==> src/codec_power_bias_pad_regs.vh <==
`ifndef CODEC_POWER_BIAS_PAD_REGS_VH
`define CODEC_POWER_BIAS_PAD_REGS_VH

// control port geometry
`define CPB_ADDR_W                8
`define CPB_DATA_W                8

// register offsets on the control port
`define CPB_OFS_PLAYBACK_POWER    8'h45
`define CPB_OFS_BIAS_SELECT_A     8'h46
`define CPB_OFS_BIAS_SELECT_B     8'h47
`define CPB_OFS_PULLUP_DISABLE    8'h48

// reset values
`define CPB_RST_PLAYBACK_POWER    8'h00
`define CPB_RST_BIAS_SELECT_A     8'h00
`define CPB_RST_BIAS_SELECT_B     8'h00
`define CPB_RST_PULLUP_DISABLE    8'h7f
`define CPB_READ_UNMAPPED         8'h00

// playback_path_power fields
`define CPB_PP_RSVD_MSB           7
`define CPB_PP_RSVD_LSB           4
`define CPB_PP_MOD1_BIT           3
`define CPB_PP_MOD0_BIT           2
`define CPB_PP_INT1_BIT           1
`define CPB_PP_INT0_BIT           0

// analog_bias_select_a fields
`define CPB_BA_HP_MSB             7
`define CPB_BA_HP_LSB             6
`define CPB_BA_FE_A_MSB           5
`define CPB_BA_FE_A_LSB           4
`define CPB_BA_CONV_B_MSB         3
`define CPB_BA_CONV_B_LSB         2
`define CPB_BA_CONV_A_MSB         1
`define CPB_BA_CONV_A_LSB         0

// analog_bias_select_b fields
`define CPB_BB_RSVD_BIT           7
`define CPB_BB_CBIAS_OFF_BIT      6
`define CPB_BB_FE_B_MSB           5
`define CPB_BB_FE_B_LSB           4
`define CPB_BB_MIC_MSB            3
`define CPB_BB_MIC_LSB            2
`define CPB_BB_DAC_MSB            1
`define CPB_BB_DAC_LSB            0

// pin_pullup_disable fields
`define CPB_PU_RSVD_BIT           7
`define CPB_PU_DMIC_B_BIT         6
`define CPB_PU_DMIC_A_BIT         5
`define CPB_PU_FRAME_CLK_BIT      4
`define CPB_PU_BIT_CLK_BIT        3
`define CPB_PU_REC_DATA1_BIT      2
`define CPB_PU_REC_DATA0_BIT      1
`define CPB_PU_PLAY_DATA_BIT      0

// bias selector codes
`define CPB_BIAS_NORMAL           2'h0
`define CPB_BIAS_CONV_RESERVED    2'h1

`endif

==> src/codec_power_bias_pad_regs.v <==
// Behaviour
// - playback power bit 3 powers modulator 1, bit 2 modulator 0; 1 is up.
// - playback power bit 1 powers interpolator 1, bit 0 interpolator 0; 1 is up.
// - playback power bits 7:4 reserved, reset zero, read/write, no function.
// - bias A bits 7:6 headphone level: 00 normal,01 extreme save,10 enhanced,11 save.
// - bias A bits 5:4 front-end pair A level, same four codes as headphone.
// - bias A bits 3:2 converter pair B level; code 01 reserved.
// - bias A bits 1:0 converter pair A level; code 01 reserved.
// - bias B bit 6 set powers central bias down; bit 7 reserved, reset zero.
// - bias B bits 5:4 front-end pair B level, four codes as headphone.
// - bias B bits 3:2 microphone input bias level, four codes as headphone.
// - bias B bits 1:0 output converter level: normal, save, superior, enhanced.
// - both bias registers reset to zero: normal levels, central bias powered.
// - pull-up bits 6 and 5 disable the two microphone pin pair pull-ups.
// - pull-up bits 4..0 disable frame, bit clock, record 1, record 0, playback.
// - pull-up register resets to 7f, every listed pull-up disabled.
`timescale 1ns/10ps
`include "codec_power_bias_pad_regs.vh"

module codec_power_bias_pad_regs (
   // clock and reset
   input  wire                   i_clk_sys,
   input  wire                   i_srst,
   // control port register access
   input  wire [`CPB_ADDR_W-1:0] i_reg_addr,
   input  wire                   i_reg_wr,
   input  wire [`CPB_DATA_W-1:0] i_reg_wdata,
   input  wire                   i_reg_rd,
   output reg  [`CPB_DATA_W-1:0] o_reg_rdata,
   output reg                    o_reg_rvalid,
   output reg                    o_reg_hit,
   // playback path power enables
   output wire                   o_modulator1_power,
   output wire                   o_modulator0_power,
   output wire                   o_interp1_power,
   output wire                   o_interp0_power,
   // analog bias level selectors
   output wire [1:0]             o_headphone_bias_level,
   output wire [1:0]             o_frontend_pair_a_bias_level,
   output wire [1:0]             o_converter_pair_b_bias_level,
   output wire [1:0]             o_converter_pair_a_bias_level,
   output wire                   o_central_bias_off,
   output wire [1:0]             o_frontend_pair_b_bias_level,
   output wire [1:0]             o_mic_input_bias_level,
   output wire [1:0]             o_output_converter_bias_level,
   // pin pull-up disables, 1 means pull-up off
   output wire                   o_dmic_pair_b_pullup_off,
   output wire                   o_dmic_pair_a_pullup_off,
   output wire                   o_frame_clock_pullup_off,
   output wire                   o_bit_clock_pullup_off,
   output wire                   o_record_data1_pullup_off,
   output wire                   o_record_data0_pullup_off,
   output wire                   o_playback_data_pullup_off,
   // status
   output reg                    o_conv_bias_reserved
);

   // address match, used for every write strobe and for the read hit;
   // an exact compare on all eight bits, so the bank has no aliases
   // and a stray offset can never reach one of these registers
   function addr_is;
      input [`CPB_ADDR_W-1:0] addr;
      input [`CPB_ADDR_W-1:0] ofs;
      begin
         addr_is = (addr == ofs);
      end
   endfunction

   // converter selectors have no defined meaning for code 01;
   // the front-end, headphone and microphone selectors use 01 for
   // their lowest bias level, so this check is for converters only
   // and is kept as a function since both converter fields need it
   function conv_code_reserved;
      input [1:0] code;
      begin
         conv_code_reserved = (code == `CPB_BIAS_CONV_RESERVED);
      end
   endfunction

   // stored register values, each a full byte held in its own
   // instance; the reserved bits live in the same flops as the rest
   // and the field outputs below are plain wires off these flops
   wire [`CPB_DATA_W-1:0] playback_path_power;
   wire [`CPB_DATA_W-1:0] analog_bias_select_a;
   wire [`CPB_DATA_W-1:0] analog_bias_select_b;
   wire [`CPB_DATA_W-1:0] pin_pullup_disable;

   // address decode
   // one select per register, one-hot by construction
   wire sel_playback;
   wire sel_bias_a;
   wire sel_bias_b;
   wire sel_pullup;
   wire sel_any;

   // write strobes
   // one per register, each qualified by the write strobe
   wire we_playback;
   wire we_bias_a;
   wire we_bias_b;
   wire we_pullup;

   // read path next values; the mux is pure logic and the answer is
   // registered, so a read returns the byte as it stood at the strobe
   reg  [`CPB_DATA_W-1:0] next_rdata;
   wire                   next_conv_bias_reserved;

   // decode the control port address once for reads and writes;
   // a read and a write may share the decode in one cycle, and
   // sel_any covers the whole bank and feeds only the read hit flag
   assign sel_playback = addr_is(i_reg_addr, `CPB_OFS_PLAYBACK_POWER);
   assign sel_bias_a   = addr_is(i_reg_addr, `CPB_OFS_BIAS_SELECT_A);
   assign sel_bias_b   = addr_is(i_reg_addr, `CPB_OFS_BIAS_SELECT_B);
   assign sel_pullup   = addr_is(i_reg_addr, `CPB_OFS_PULLUP_DISABLE);
   assign sel_any      = sel_playback | sel_bias_a | sel_bias_b | sel_pullup;

   // writes to unmapped offsets are simply dropped
   // no byte enables: every write replaces all eight bits, so firmware
   // must rewrite the neighbouring fields it wants to keep;
   // writes land at the strobe edge and the fields, plain wires off the flops, change at that same edge
   assign we_playback = i_reg_wr & sel_playback;
   assign we_bias_a   = i_reg_wr & sel_bias_a;
   assign we_bias_b   = i_reg_wr & sel_bias_b;
   assign we_pullup   = i_reg_wr & sel_pullup;

   // playback path power, enables default off
   // layout: 7:4 reserved, 3 modulator 1, 2 modulator 0,
   // 1 interpolator 1, 0 interpolator 0
   // nothing downstream is powered until firmware sets an enable
   cpb_byte_reg #(
      .RESET_VALUE (`CPB_RST_PLAYBACK_POWER)
   ) u_playback_path_power (
      .i_clk_sys (i_clk_sys),
      .i_srst    (i_srst),
      .i_we      (we_playback),
      .i_wdata   (i_reg_wdata),
      .o_value   (playback_path_power)
   );

   // first bias register, all selectors normal after reset
   // layout: 7:6 headphone, 5:4 front-end pair a,
   // 3:2 converter pair b, 1:0 converter pair a
   cpb_byte_reg #(
      .RESET_VALUE (`CPB_RST_BIAS_SELECT_A)
   ) u_analog_bias_select_a (
      .i_clk_sys (i_clk_sys),
      .i_srst    (i_srst),
      .i_we      (we_bias_a),
      .i_wdata   (i_reg_wdata),
      .o_value   (analog_bias_select_a)
   );

   // second bias register, central bias powered after reset
   // layout: 7 reserved, 6 central bias off, 5:4 front-end pair b,
   // 3:2 microphone input, 1:0 output converter
   // the central bit is an off control, so a zero reset keeps the shared bias running
   cpb_byte_reg #(
      .RESET_VALUE (`CPB_RST_BIAS_SELECT_B)
   ) u_analog_bias_select_b (
      .i_clk_sys (i_clk_sys),
      .i_srst    (i_srst),
      .i_we      (we_bias_b),
      .i_wdata   (i_reg_wdata),
      .o_value   (analog_bias_select_b)
   );

   // pull-up disables; pads start with every pull-up off
   // layout: 7 reserved, 6 and 5 microphone pin pairs, 4 frame clock,
   // 3 bit clock, 2 record data 1, 1 record data 0, 0 playback data
   // pull-ups stay off until firmware knows which pins would float
   cpb_byte_reg #(
      .RESET_VALUE (`CPB_RST_PULLUP_DISABLE)
   ) u_pin_pullup_disable (
      .i_clk_sys (i_clk_sys),
      .i_srst    (i_srst),
      .i_we      (we_pullup),
      .i_wdata   (i_reg_wdata),
      .o_value   (pin_pullup_disable)
   );

   // modulator enables, 1 powers the modulator up
   // the analog side sees the raw bit; power-up sequencing is up to firmware
   // modulator and interpolator bits are independent, with no interlock
   assign o_modulator1_power = playback_path_power[`CPB_PP_MOD1_BIT];
   assign o_modulator0_power = playback_path_power[`CPB_PP_MOD0_BIT];

   // interpolator enables, 1 powers the interpolator up
   assign o_interp1_power = playback_path_power[`CPB_PP_INT1_BIT];
   assign o_interp0_power = playback_path_power[`CPB_PP_INT0_BIT];

   // bits 7:4 are kept only so software sees its own value again;
   // reserved playback bits only read back; they reach no output,
   // so whatever software leaves there cannot change the analog side

   // first bias register fields, passed as raw codes to the analog side
   // headphone and front-end codes: 00 normal, 01 extreme saving,
   // 10 enhanced, 11 saving; converter pairs share the list except
   // that 01 has no meaning there and is only flagged, never remapped
   assign o_headphone_bias_level =
      analog_bias_select_a[`CPB_BA_HP_MSB:`CPB_BA_HP_LSB];
   assign o_frontend_pair_a_bias_level =
      analog_bias_select_a[`CPB_BA_FE_A_MSB:`CPB_BA_FE_A_LSB];
   assign o_converter_pair_b_bias_level =
      analog_bias_select_a[`CPB_BA_CONV_B_MSB:`CPB_BA_CONV_B_LSB];
   assign o_converter_pair_a_bias_level =
      analog_bias_select_a[`CPB_BA_CONV_A_MSB:`CPB_BA_CONV_A_LSB];

   // second bias register fields; bit 7 is stored but drives nothing
   // front-end pair b and microphone use the headphone code list;
   // central bias off at 1, so the reset value keeps it running
   assign o_central_bias_off =
      analog_bias_select_b[`CPB_BB_CBIAS_OFF_BIT];
   assign o_frontend_pair_b_bias_level =
      analog_bias_select_b[`CPB_BB_FE_B_MSB:`CPB_BB_FE_B_LSB];
   assign o_mic_input_bias_level =
      analog_bias_select_b[`CPB_BB_MIC_MSB:`CPB_BB_MIC_LSB];
   // output converter code order differs from the others: 10 is the top level
   // 00 normal, 01 saving, 10 superior, 11 enhanced
   assign o_output_converter_bias_level =
      analog_bias_select_b[`CPB_BB_DAC_MSB:`CPB_BB_DAC_LSB];

   // microphone pin pair pull-ups, 1 disables
   // both pins of a pair share one control bit; pair a is bit 5, pair b bit 6
   assign o_dmic_pair_b_pullup_off =
      pin_pullup_disable[`CPB_PU_DMIC_B_BIT];
   assign o_dmic_pair_a_pullup_off =
      pin_pullup_disable[`CPB_PU_DMIC_A_BIT];

   // serial port pin pull-ups, 1 disables
   // each bit is independent and only touches its own pin
   assign o_frame_clock_pullup_off =
      pin_pullup_disable[`CPB_PU_FRAME_CLK_BIT];
   assign o_bit_clock_pullup_off =
      pin_pullup_disable[`CPB_PU_BIT_CLK_BIT];
   assign o_record_data1_pullup_off =
      pin_pullup_disable[`CPB_PU_REC_DATA1_BIT];
   assign o_record_data0_pullup_off =
      pin_pullup_disable[`CPB_PU_REC_DATA0_BIT];
   assign o_playback_data_pullup_off =
      pin_pullup_disable[`CPB_PU_PLAY_DATA_BIT];

   // flag a converter selector left on its undefined code; the hardware
   // still passes the code through, the flag only lets firmware notice
   assign next_conv_bias_reserved =
      conv_code_reserved(analog_bias_select_a[`CPB_BA_CONV_B_MSB:`CPB_BA_CONV_B_LSB]) |
      conv_code_reserved(analog_bias_select_a[`CPB_BA_CONV_A_MSB:`CPB_BA_CONV_A_LSB]);

   // registered so the status output comes straight from a flop;
   // it lags the register by one cycle and clears once the code is gone
   // firmware should not leave 01 in a converter field: its bias is undefined
   always @(posedge i_clk_sys) begin
      if (i_srst) begin
         o_conv_bias_reserved <= 1'b0;
      end else begin
         o_conv_bias_reserved <= next_conv_bias_reserved;
      end
   end

   // read mux: full bytes, reserved bits included, unmapped reads zero
   // the select lines come from one decode, so at most one item
   // matches and the order of the items carries no priority
   always @* begin
      next_rdata = `CPB_READ_UNMAPPED;
      case (1'b1)
         sel_playback: begin
            next_rdata = playback_path_power;
         end
         sel_bias_a: begin
            next_rdata = analog_bias_select_a;
         end
         sel_bias_b: begin
            next_rdata = analog_bias_select_b;
         end
         sel_pullup: begin
            next_rdata = pin_pullup_disable;
         end
         default: begin
            next_rdata = `CPB_READ_UNMAPPED;
         end
      endcase
   end

   // read answer one cycle after the strobe; data holds until the next read
   // so a slow serial shifter can pick it up at leisure;
   // a read and a write to one offset in the same cycle return the old
   // byte, since the mux looks at the register before the write lands
   always @(posedge i_clk_sys) begin
      if (i_srst) begin
         o_reg_rdata  <= `CPB_READ_UNMAPPED;
         o_reg_rvalid <= 1'b0;
         o_reg_hit    <= 1'b0;
      end else begin
         o_reg_rvalid <= i_reg_rd;
         if (i_reg_rd) begin
            o_reg_rdata <= next_rdata;
            o_reg_hit   <= sel_any;
         end
      end
   end

endmodule // codec_power_bias_pad_regs

==> src/cpb_byte_reg.v <==
`timescale 1ns/10ps
`include "codec_power_bias_pad_regs.vh"

// one control byte with its own reset value
module cpb_byte_reg #(
   parameter [`CPB_DATA_W-1:0] RESET_VALUE = 8'h00
) (
   // clock and reset
   input  wire                   i_clk_sys,
   input  wire                   i_srst,
   // write side
   input  wire                   i_we,
   input  wire [`CPB_DATA_W-1:0] i_wdata,
   // stored value
   output reg  [`CPB_DATA_W-1:0] o_value
);

   // all bits stored, reserved ones included, so software reads back what it wrote
   always @(posedge i_clk_sys) begin
      if (i_srst) begin
         o_value <= RESET_VALUE;
      end else if (i_we) begin
         o_value <= i_wdata;
      end
   end

endmodule // cpb_byte_reg

==> config.mk <==
export PLATFORM = sky130hd
export DESIGN_NAME = codec_power_bias_pad_regs
export DESIGN_NICKNAME = d
export VERILOG_FILES = /design/src/codec_power_bias_pad_regs.v /design/src/cpb_byte_reg.v
export VERILOG_INCLUDE_DIRS = /design/src
export SDC_FILE = /design/constraint.sdc
export NUM_CORES = 1
export LEC_CHECK = 0
export BUFFER_PORTS_ARGS = -buffer_cell sky130_fd_sc_hd__buf_2
export CAP_MARGIN = 20
export CORE_ASPECT_RATIO = 0.6
export CORE_MARGIN = 5
export CORE_UTILIZATION = 45
export CTS_CLUSTER_DIAMETER = 30
export DETAILED_ROUTE_END_ITERATION = 12
export HOLD_SLACK_MARGIN = 0.03
export PLACE_DENSITY = 0.74
export SLEW_MARGIN = 15
export SYNTH_ARGS = -nofsm -noshare
export SYNTH_HDL_FRONTEND = slang
export SYNTH_SLANG_ARGS = --single-unit
export TNS_END_PERCENT = 20
==> constraint.sdc <==
create_clock -name i_clk_sys -period 2.32 [get_ports i_clk_sys]
set_input_delay 0.464 -clock i_clk_sys [delete_from_list [all_inputs] [get_ports i_clk_sys]]
set_output_delay 0.464 -clock i_clk_sys [all_outputs]
set_load 0.1 [all_outputs]
## After elaboration in Yosys (flattened, before gate mapping)

Index checks and enable logic that the tools add are counted.

- $add $sub $neg: 0
- Multiply operators: 0
- Div/mod/pow operators: 0
- Order comparisons: 0
- Eq/ne operators: 6
- Shift operators: 0
- Multiplexer cells: 4
- Bitwise gates (word level): 8
- Reductions and logical operators: 0

Operator list:

| operator | number |
|---|---|
| $eq 8x7->1 const B | 4 |
| $mux 8 | 4 |
| $and 1x1->1 | 4 |
| $eq 2x1->1 const B | 2 |
| $or 1x1->1 | 4 |

- Bits in registers: 43
- Latch bits: 0
- Bits in writable memories: 0
- Memory bits (read-only): 0
- Input port bits: 20
- Output and inout bits: 37
- Memories kept: 0

## Longest topological paths before layout

Gate-level depths: netlist of the first run.

- Depth after elaboration: 5
- Gate-level depth with buffers: 6
- Mapped depth without buffers: 4

## Modules after synthesis

From an unflattened synthesis of the first run, not the netlist that was laid out.

- Cell total of the unflattened synthesis: 191
- Area, all modules: 1856.8 um^2

Modules (own cells, without submodules):

| module | instances | cells each | area each (um^2) | seq. area each (um^2) |
|---|---|---|---|---|
| cpb_byte_reg (u_analog_bias_select_a ...) | 3 | 26 | 285.3 | 160.2 |
| codec_power_bias_pad_regs | 1 | 87 | 696.9 | 220.2 |
| cpb_byte_reg (u_pin_pullup_disable) | 1 | 26 | 304.0 | 160.2 |

## Worst setup path after synthesis of the first run

Ideal clock, no wire load.

- Kind: input-to-reg
- Start point: input i_reg_addr[7]
- End point: register u_pin_pullup_disable.o_value[0]
- Library setup time: 0.120 ns
- Arrival: 1.517 ns
- Path slack: 0.683 ns
- Cell stages on the path: 4
- Buffers on the path: 1
- Path through: nor4b_4 nand3_2 buf_2 a211o_1

- Longest elaborated chain between the ends: 2

RTL lines:

| element | RTL line | text |
|---|---|---|
| start, declared | codec_power_bias_pad_regs.v:25 | `` input wire [`CPB_ADDR_W-1:0] i_reg_addr, `` |
| $eq 8x7->1 | codec_power_bias_pad_regs.v:65 | `addr_is = (addr == ofs);` |
| $and 1x1->1 | codec_power_bias_pad_regs.v:124 | `assign we_pullup = i_reg_wr & sel_pullup;` |
| end signal, assigned | cpb_byte_reg.v:23 | `o_value <= i_wdata;` |
| end, declared | cpb_byte_reg.v:15 | `` output reg [`CPB_DATA_W-1:0] o_value `` |

Every way passes these cells.
A chain may end at the register's enable or synchronous reset.

## Final worst setup path of the first run

- Start point: register u_analog_bias_select_a.o_value[3]
- End point: output o_converter_pair_b_bias_level[1]

RTL lines:

| element | RTL line | text |
|---|---|---|
| start, declared | cpb_byte_reg.v:15 |  |
| start signal, assigned | cpb_byte_reg.v:23 |  |
| end, declared | codec_power_bias_pad_regs.v:40 | `output wire [1:0] o_converter_pair_b_bias_level,` |

No word-level cell between the ends.

==> results of run 1 <==
-- layout make-up --
class,count,share of cell area [%]
Timing Repair Buffer,63,14.3
Tap cell,60,3.22
Sequential cell,43,37.0
Clock buffer,8,4.30
Multi-Input combinational cell,132,40.1
Inverter,7,1.13
-- report_power, final --
group          internal [mW]  switching [mW]
clock network          0.272           0.255
registers              0.741         0.00193
logic                 0.0389          0.0893
total                   1.05           0.346
-- placed cells by master, fill, tap and decap left out, drive strengths merged, types with 2 or more instances in the layout --
| cell | instances |
|---|---|
| a32oi | 3 |
| inv | 7 |
| a32o | 4 |
| buf | 63 |
| o211ai | 3 |
| dfxtp | 43 |
| nor2 | 36 |
| clkbuf | 8 |
| a22oi | 7 |
| a21oi | 2 |
| o21ai | 6 |
| nor2b | 3 |
| o211a | 3 |
| nand2b | 9 |
| or3 | 4 |
| nor4b | 2 |
| a211o | 7 |
| nand2 | 7 |
| nand3 | 2 |
| mux2i | 25 |
-- registers in the layout, indices dropped and copies added (netlist names) --
name                            cells
u_analog_bias_select_b.o_value      8
o_reg_rvalid                        1
u_analog_bias_select_a.o_value      8
o_reg_hit                           1
u_pin_pullup_disable.o_value        8
o_conv_bias_reserved                1
o_reg_rdata                         8
u_playback_path_power.o_value       8
-- layer usage --
metal	part of all wire, %	routed length, um	vias to the layer above
met2	39	1940	65
met5	0	0	-
met3	9.9	489	9
li1	-	-	800
met4	1.6	81	0
met1	49	2430	781
-- stage by stage --
stage               area [um^2]  hold WS (ps)  utilization [%]  setup slack, ps
CTS                        2330           328             56.8              669
floorplan                  1920           454                -              683
global placement           2230           429             54.4              386
global route               2330           335             56.8              560
finish                     2330           336             56.8              671
detailed placement         2230           454             54.4              378
-- path summary, 6_finish.rpt --
check / depth (start not counted) / from / slack (ps) / to
worst min-delay path: 2 / i_srst / 340 / o_reg_rvalid
worst max-delay path: 1 / u_analog_bias_select_a.o_value[3] / 670 / o_converter_pair_b_bias_level[1]
worst max register to register: 4 / u_analog_bias_select_b.o_value[2] / 1170 / o_reg_rdata[2]
worst min register to register: 2 / o_reg_hit / 460 / o_reg_hit
-- cell families after synthesis --
family          Yosys count  share of synthesized area, %
compound gates           37                          15.2
buf+inv                  24                          6.34
mux                      25                          13.1
flops                    43                          44.9
simple gates             70                          20.5
==> reports/qor.yml, run 1 <==
status: "completed"
viasPerCell: 5.29
path_buf_inv: 1
finalHoldViolations: 0
clock_sinks: 43
startpoint_type: "flip-flop"
cts-root-buf: "clkbuf_8"
antenna_found_initial: 0
path_max_fanout: 4
cts_tree: "yes"
ys_seq_elements: 43
first_global_vias: 1532
die_w_um: 94.2
drv_slew: 0
area_growth_pct: 21.6
crit_arrival_ps: 1190
ant_nets: 0
setup-violations-final: 0
fmax_mhz: 606
coreArea_um2: 4100
grt_max_degree: 36
synth-edff-count: 0
insertion_delay_ps: 300
syn-cell-area_um2: 1920
post_cts_resized: 0
cp_top_family: "buffers and inverters"
drc_errors: 0
cts_buffers: 5
cp_slowest_cell: "buf_2"
gp_congestion: 0.784
power_mw: 1.40
first_pass_iters: 4
crit_type: "reg -> out"
use_met2_pct: 24.5
power_density_nw_per_um2: 600
diodes: 0
overflow: 0
maxSlewHeadroom_pct: 67.9
drive_gt1_share_pct: 29.6
slowest_delay_ps: 460
cts_setup_buffers: 0
min_period_ps: 1650
yosysMostFrequentCell: "dfxtp_1"
ys_seq_area_share_pct: 44.9
rsz0062_at_grt: "no"
register_area_um2: 861
clkTransAtPathRegs_ps: 80
cp-end-kind: "output pin"
synthCells: 199
clock_skew_ps: 2.67
vdd_drop_max_v: 0.000262
dp_hpwl_um: 3650
synth_ff_type: "dfxtp_1"
crit_chain: "buf_2"
drtIter0Drc: 148
wire_per_inst_um: 15.8
cap_violations: 0
pin_count: 57
multi_input_area_um2: 933
clk_path_buf_depth: 2
holdCritPathClass: "in -> reg"
dr_total_vias: 1655
numPortBuffers: 56
cts_max_level: 2
yosysTopAreaCell: "dfxtp_1"
drt_wl_total_um: 4940
stdcell_count: 313
avgSynthCellArea_um2: 9.63
placed_cells: 305
row_count: 18
yosysUniqueCellTypes: 30
met1_usage_pct: 28.6
worst_slew_pin_slew_ps: 479
fin_setup_tns_ps: 0
nNetsFinal: 272
grt_use_met3_pct: 5.20
grt_busiest_layer: "met1"
grt_pass1_wl_um: 7960
die_h_um: 60.5
netlist_top_cells_count: "dfxtp_1, nor2_1, mux2i_1, nand2b_1"
initial_core_util_pct: 46.7
syn_nets: 219
async_flop_share_pct: 0
netlist.area_leader.share_pct: 44.9
synthTopCellsByArea: "dfxtp_1, mux2i_1, nor2_1"
cp.required_ps: 1860
ctsHoldBuffers: 0
grt_usage_pct: 18.8
nFillCells: 398
yosys_warnings: 0
die-area_um2: 5700
leakage_nw: 1.23
period_share_pct: 71.1
Power figures use the tool's default switching activity.
==> run 2, diff against run 1 <==
--- a/config.mk
+++ b/config.mk
@@ -14,7 +14,7 @@
 export CTS_CLUSTER_DIAMETER = 30
 export DETAILED_ROUTE_END_ITERATION = 12
 export HOLD_SLACK_MARGIN = 0.03
-export PLACE_DENSITY = 0.74
+export PLACE_DENSITY = 0.77
 export SLEW_MARGIN = 15
 export SYNTH_ARGS = -nofsm -noshare
 export SYNTH_HDL_FRONTEND = slang
==> constraint.sdc (replaced) <==
create_clock -name i_clk_sys -period 1.5 [get_ports i_clk_sys]
set_input_delay 0.3 -clock i_clk_sys [delete_from_list [all_inputs] [get_ports i_clk_sys]]
set_output_delay 0.3 -clock i_clk_sys [all_outputs]
set_load 0.1 [all_outputs]
==> reports/qor.yml, run 2 (same netlist as run 1, synthesis figures left out) <==
holdCritPathClass: "in -> reg"  # unchanged
first_global_vias: 1516  # was 1532
hold_ws_ps: 222  # was 336 ps
startpoint_type: "flip-flop"  # unchanged
pin_count: 57  # unchanged
clk_path_buf_depth: 2  # unchanged
crit_arrival_ps: 1140  # was 1190 ps
p_seq_share_pct: 55.9  # was 53.2%
vdd_drop_max_v: 0.000479  # was 0.000262 V
drive_gt1_share_pct: 33.6  # was 29.6%
clock_skew_ps: 3.68  # was 2.67 ps
dp_slack_ps: -135  # was 378 ps
dp_hpwl_um: 3850  # was 3650 um
cts_buffers: 5  # unchanged
initial_core_util_pct: 46.7  # unchanged
insertion_delay_ps: 290  # was 300 ps
ctsHoldBuffers: 0  # unchanged
numPortBuffers: 56  # unchanged
fmax_mhz: 692
die_w_um: 94.2  # unchanged
dr_total_vias: 1656  # was 1655
clkTransAtPathRegs_ps: 70  # was 80 ps
cts-root-buf: "clkbuf_8"  # unchanged
drv_slew: 0  # unchanged
setup-violations-final: 0  # unchanged
drc_errors: 0  # unchanged
leakage_nw: 1.30  # was 1.23 nW
grt_usage_pct: 17.9  # was 18.8%
area_growth_pct: 27.8  # was 21.6%
slowest_delay_ps: 450  # was 460 ps
viasPerCell: 5.05  # was 5.29
ant_nets: 0  # unchanged
cap_violations: 0  # unchanged
die_h_um: 60.5  # unchanged
register_area_um2: 862  # was 861 um^2
combPwrFrac_pct: 10.6  # was 9.2%
power_mw: 2.06  # was 1.40 mW
path_buf_inv: 1  # unchanged
cp.required_ps: 1200  # was 1860 ps
antenna_found_initial: 0  # unchanged
status: "completed"  # unchanged
path_max_fanout: 4  # unchanged
nFillCells: 385  # was 398
power_density_nw_per_um2: 840  # was 600 nW/um^2
cts_tree: "yes"  # unchanged
crit_chain: "buf_2"  # unchanged
mostFrequentLayoutCell: "buf_2"  # unchanged
row_count: 18  # unchanged
p_int_mw: 1.55  # was 1.05 mW
fin_setup_tns_ps: 0  # unchanged
clock_power_share_pct: 33.5  # was 37.7%
diodes: 0  # unchanged
grt_max_degree: 20  # was 36
net-switching-power_uw: 509  # was 346 uW
die-area_um2: 5700  # unchanged
worst_slew_pin_slew_ps: 495  # was 479 ps
period_share_pct: 96.3
first_pass_iters: 4  # unchanged
p_sw_share_pct: 24.7  # was 24.8%
postLayoutCoreUtil_pct: 59.7  # was 56.8%
coreArea_um2: 4100  # unchanged
gp_congestion: 0.866  # was 0.784
layout_common_cells: "buf_2, dfxtp_1, nor2_1"  # unchanged
min_period_ps: 1440
crit_type: "reg -> out"  # unchanged
maxSlewHeadroom_pct: 67.2  # was 67.9%
worst_slack_ps: 55.9  # was 671 ps
cts_max_level: 2  # unchanged
clock_sinks: 43  # unchanged
cp-end-kind: "output pin"  # unchanged
rsz0062_at_grt: "no"  # unchanged
post_cts_resized: 0  # unchanged
multi_input_area_um2: 933  # unchanged
drtIter0Drc: 91  # was 148
cp_top_family: "buffers and inverters"  # unchanged
nNetsFinal: 287  # was 272
cp_slowest_cell: "buf_2"  # unchanged
drt_wl_total_um: 4820  # was 4940 um
wire_per_inst_um: 14.7  # was 15.8 um
grt_pass1_wl_um: 7710  # was 7960 um
overflow: 0  # unchanged
finalHoldViolations: 0  # unchanged
cts_setup_buffers: 0  # unchanged
==> run 2: changes by cell type in the layout (fill, tap and decap cells not counted) <==
cell,before,now
buf_12,0,2
buf_4,7,20
clkbuf_1,1,2
clkbuf_8,7,5
clkinv_2,0,1
dfxtp_1,43,42
dfxtp_2,0,1
==> run 2: final cells by class <==
type                            instances  area share [%]
Clock buffer                            7            3.12
Clock inverter                          1           0.204
Inverter                                7            1.07
Multi-Input combinational cell        132            38.1
Sequential cell                        43            35.2
Tap cell                               60            3.07
Timing Repair Buffer                   78            19.2
==> run 2: power groups by stage <==
stage          sequential [mW]  combinational [mW]  clock [mW]
6_report                  1.15               0.218       0.690
3_3_place_gp              1.18               0.216           0
5_1_grt                   1.15               0.235       0.782
2_1_floorplan             1.22              0.0833           0
3_5_place_dp              1.18               0.217           0
4_1_cts                   1.15               0.218       0.713
==> run 2: final timing paths <==
kind | from | endpoint | slack [ps] | depth (start not counted)
max | u_analog_bias_select_a.o_value[2] | o_converter_pair_b_bias_level[0] | 60 | 1
max reg2reg | u_analog_bias_select_b.o_value[2] | o_reg_rdata[2] | 290 | 4
min | i_srst | o_reg_rvalid | 220 | 2
min reg2reg | o_reg_hit | o_reg_hit | 450 | 2
==> run 2: per-layer routing <==
metal  track usage (%)  wire, um  vias up
met5                 0         0        -
met4              2.47        15        0
met3              5.70       517        2
met2              24.6      1870       70
met1              27.6      2420      754
li1                  -         -      830
==> run 2: through the flow <==
step                      cell area, um^2  std cells
after global routing                 2450        328
final                                2450        328
after floorplan                      1920        199
after CTS                            2450        328
after detailed placement             2370        320
after global placement               2370        320
==> run 3, diff against run 2 <==
--- a/config.mk
+++ b/config.mk
@@ -10,11 +10,11 @@
 export CAP_MARGIN = 20
 export CORE_ASPECT_RATIO = 0.6
 export CORE_MARGIN = 5
-export CORE_UTILIZATION = 45
+export CORE_UTILIZATION = 31
 export CTS_CLUSTER_DIAMETER = 30
 export DETAILED_ROUTE_END_ITERATION = 12
 export HOLD_SLACK_MARGIN = 0.03
-export PLACE_DENSITY = 0.77
+export PLACE_DENSITY = 0.57
 export SLEW_MARGIN = 15
 export SYNTH_ARGS = -nofsm -noshare
 export SYNTH_HDL_FRONTEND = slang
==> reports/qor.yml, run 3 (same netlist as run 1, synthesis figures left out) <==
setup-violations-final: 0  # unchanged
clk_path_buf_depth: 2  # unchanged
cp-endpoint: "o_converter_pair_b_bias_level[1]"  # was o_converter_pair_b_bias_level[0]
grt_max_degree: 21  # was 20
gp_congestion: 0.778  # was 0.866
r2r_cells: 4  # unchanged
cts_buffers: 5  # unchanged
cts_tree: "yes"  # unchanged
crit_chain: "buf_2"  # unchanged
diodes: 0  # unchanged
grt_pass1_wl_um: 8830  # was 7710 um
cp_top_family: "buffers and inverters"  # unchanged
dr_total_vias: 1675  # was 1656
cp-end-kind: "output pin"  # unchanged
vdd_drop_max_v: 0.000339  # was 0.000479 V
nFillCells: 648  # was 385
cap_violations: 0  # unchanged
area_growth_pct: 32.6  # was 27.8%
drive_gt1_share_pct: 34.7  # was 33.6%
layout_common_cells: "buf_2, dfxtp_1, nor2_1"  # unchanged
holdCritPathClass: "in -> reg"  # unchanged
pin_count: 57  # unchanged
ant_nets: 0  # unchanged
row_count: 22  # was 18
ctsHoldBuffers: 0  # unchanged
finalInstanceArea_um2: 2540  # was 2450 um^2
first_global_vias: 1681  # was 1516
maxSlewHeadroom_pct: 67.3  # was 67.2%
min_period_ps: 1450  # was 1440 ps
cts_max_level: 2  # unchanged
initial_core_util_pct: 31.6  # was 46.7%
drt_wl_total_um: 5320  # was 4820 um
slowest_delay_ps: 450  # about the same
crit_type: "reg -> out"  # unchanged
cp.required_ps: 1200  # about the same
worst_slew_pin_slew_ps: 494  # was 495 ps
status: "completed"  # unchanged
numPortBuffers: 56  # unchanged
drc_errors: 0  # unchanged
fin_setup_tns_ps: 0  # unchanged
cp.depth: 1  # unchanged
clock_sinks: 43  # unchanged
critPathLaunch: "u_analog_bias_select_a.o_value[3]"  # was u_analog_bias_select_a.o_value[2]
nNetsFinal: 290  # was 287
finalHoldViolations: 0  # unchanged
die_w_um: 111  # was 94.2 um
drtIter0Drc: 84  # was 91
drv_slew: 0  # unchanged
fmax_mhz: 692  # about the same
r2r_slack_ps: 380  # was 290 ps
path_max_fanout: 4  # unchanged
cp_slowest_cell: "buf_2"  # unchanged
r2r_start: "u_analog_bias_select_b.o_value[0]"  # was u_analog_bias_select_b.o_value[2]
wire_per_inst_um: 15.0  # was 14.7 um
antenna_found_initial: 0  # unchanged
path_buf_inv: 1  # unchanged
place_area_um2: 2410  # was 2370 um^2
crit_arrival_ps: 1150  # was 1140 ps
post_cts_resized: 0  # unchanged
power_density_nw_per_um2: 957  # was 840 nW/um^2
insertion_delay_ps: 290  # about the same
stdcell_count: 355  # was 328
die_h_um: 70.9  # was 60.5 um
placed_cells: 347  # was 320
startpoint_type: "flip-flop"  # unchanged
die-area_um2: 7900  # was 5700 um^2
overflow: 0  # unchanged
clock_skew_ps: 4.65  # was 3.68 ps
cts_setup_buffers: 0  # unchanged
coreArea_um2: 6060  # was 4100 um^2
hold_ws_ps: 258  # was 222 ps
clkTransAtPathRegs_ps: 80  # was 70 ps
dp_hpwl_um: 4240  # was 3850 um
rsz0062_at_grt: "no"  # unchanged
viasPerCell: 4.72  # was 5.05
leakage_nw: 1.33  # was 1.30 nW
worst_r2r_endpoint: "o_reg_rdata[0]"  # was o_reg_rdata[2]
cts-root-buf: "clkbuf_8"  # unchanged
first_pass_iters: 4  # unchanged
hp-start: "i_srst"  # unchanged
mostFrequentLayoutCell: "buf_2"  # unchanged
grt_usage_pct: 13.8  # was 17.9%
period_share_pct: 96.3  # about the same
postLayoutCoreUtil_pct: 41.9  # was 59.7%
==> run 3: cell count changes in the layout (fill, tap and decap cells not counted), sizes merged <==
cell	change
buf	+3
bufinv	+2
clkbuf	-1
clkinv	-1
==> run 3: worst min path at each step <==
stage	endpoint	slack [ps]	cells after the start
5_1_grt	o_reg_rvalid	270	2
2_1_floorplan	u_analog_bias_select_a.o_value[0]	440	2
3_3_place_gp	o_reg_hit	440	2
6_report	o_reg_rvalid	260	2
4_1_cts	o_reg_rvalid	250	2
3_5_place_dp	o_reg_hit	440	2
==> run 3: routing by layer <==
metal	GRT usage, %	vias up	routed length, um
met5	0	-	0
met4	2.02	0	14
met3	4.62	2	317
met2	19.6	42	2110
met1	20.6	792	2880
li1	-	839	-
==> run 3: metrics by stage <==
stage | power (mW) | worst slack [ps]
global placement | 1.40 | -4.55
CTS | 2.45 | 36.2
detailed placement | 1.40 | -31.7
global route | 2.52 | 13.0
floorplan | 1.30 | -51.4
finish | 2.43 | 54.8
==> run 3: power by group <==
part	switching (mW)	leakage, nW	total [mW]	internal (mW)
Clock	0.393	0.0654	1.06	0.666
Sequential	0.00272	0.348	1.15	1.15
Combinational	0.145	0.920	0.224	0.0784
Total	0.541	1.33	2.43	1.89
==> run 3: worst reg2reg max path, cell delays in order (launching register included) <==
cell and delay (ps):
dfxtp_1 330, nand2b_1 140, a22oi_1 140, o21ai_0 130, a32o_1 280
==> run 3: final cells by class <==
type,count,area [um^2],share of cell area [%]
Sequential cell,43,862,33.9
Clock buffer,6,72.6,2.86
Tap cell,84,105,4.14
Multi-Input combinational cell,132,933,36.7
Clock inverter,2,60.1,2.36
Timing Repair Buffer,81,480,18.9
Inverter,7,26.3,1.03
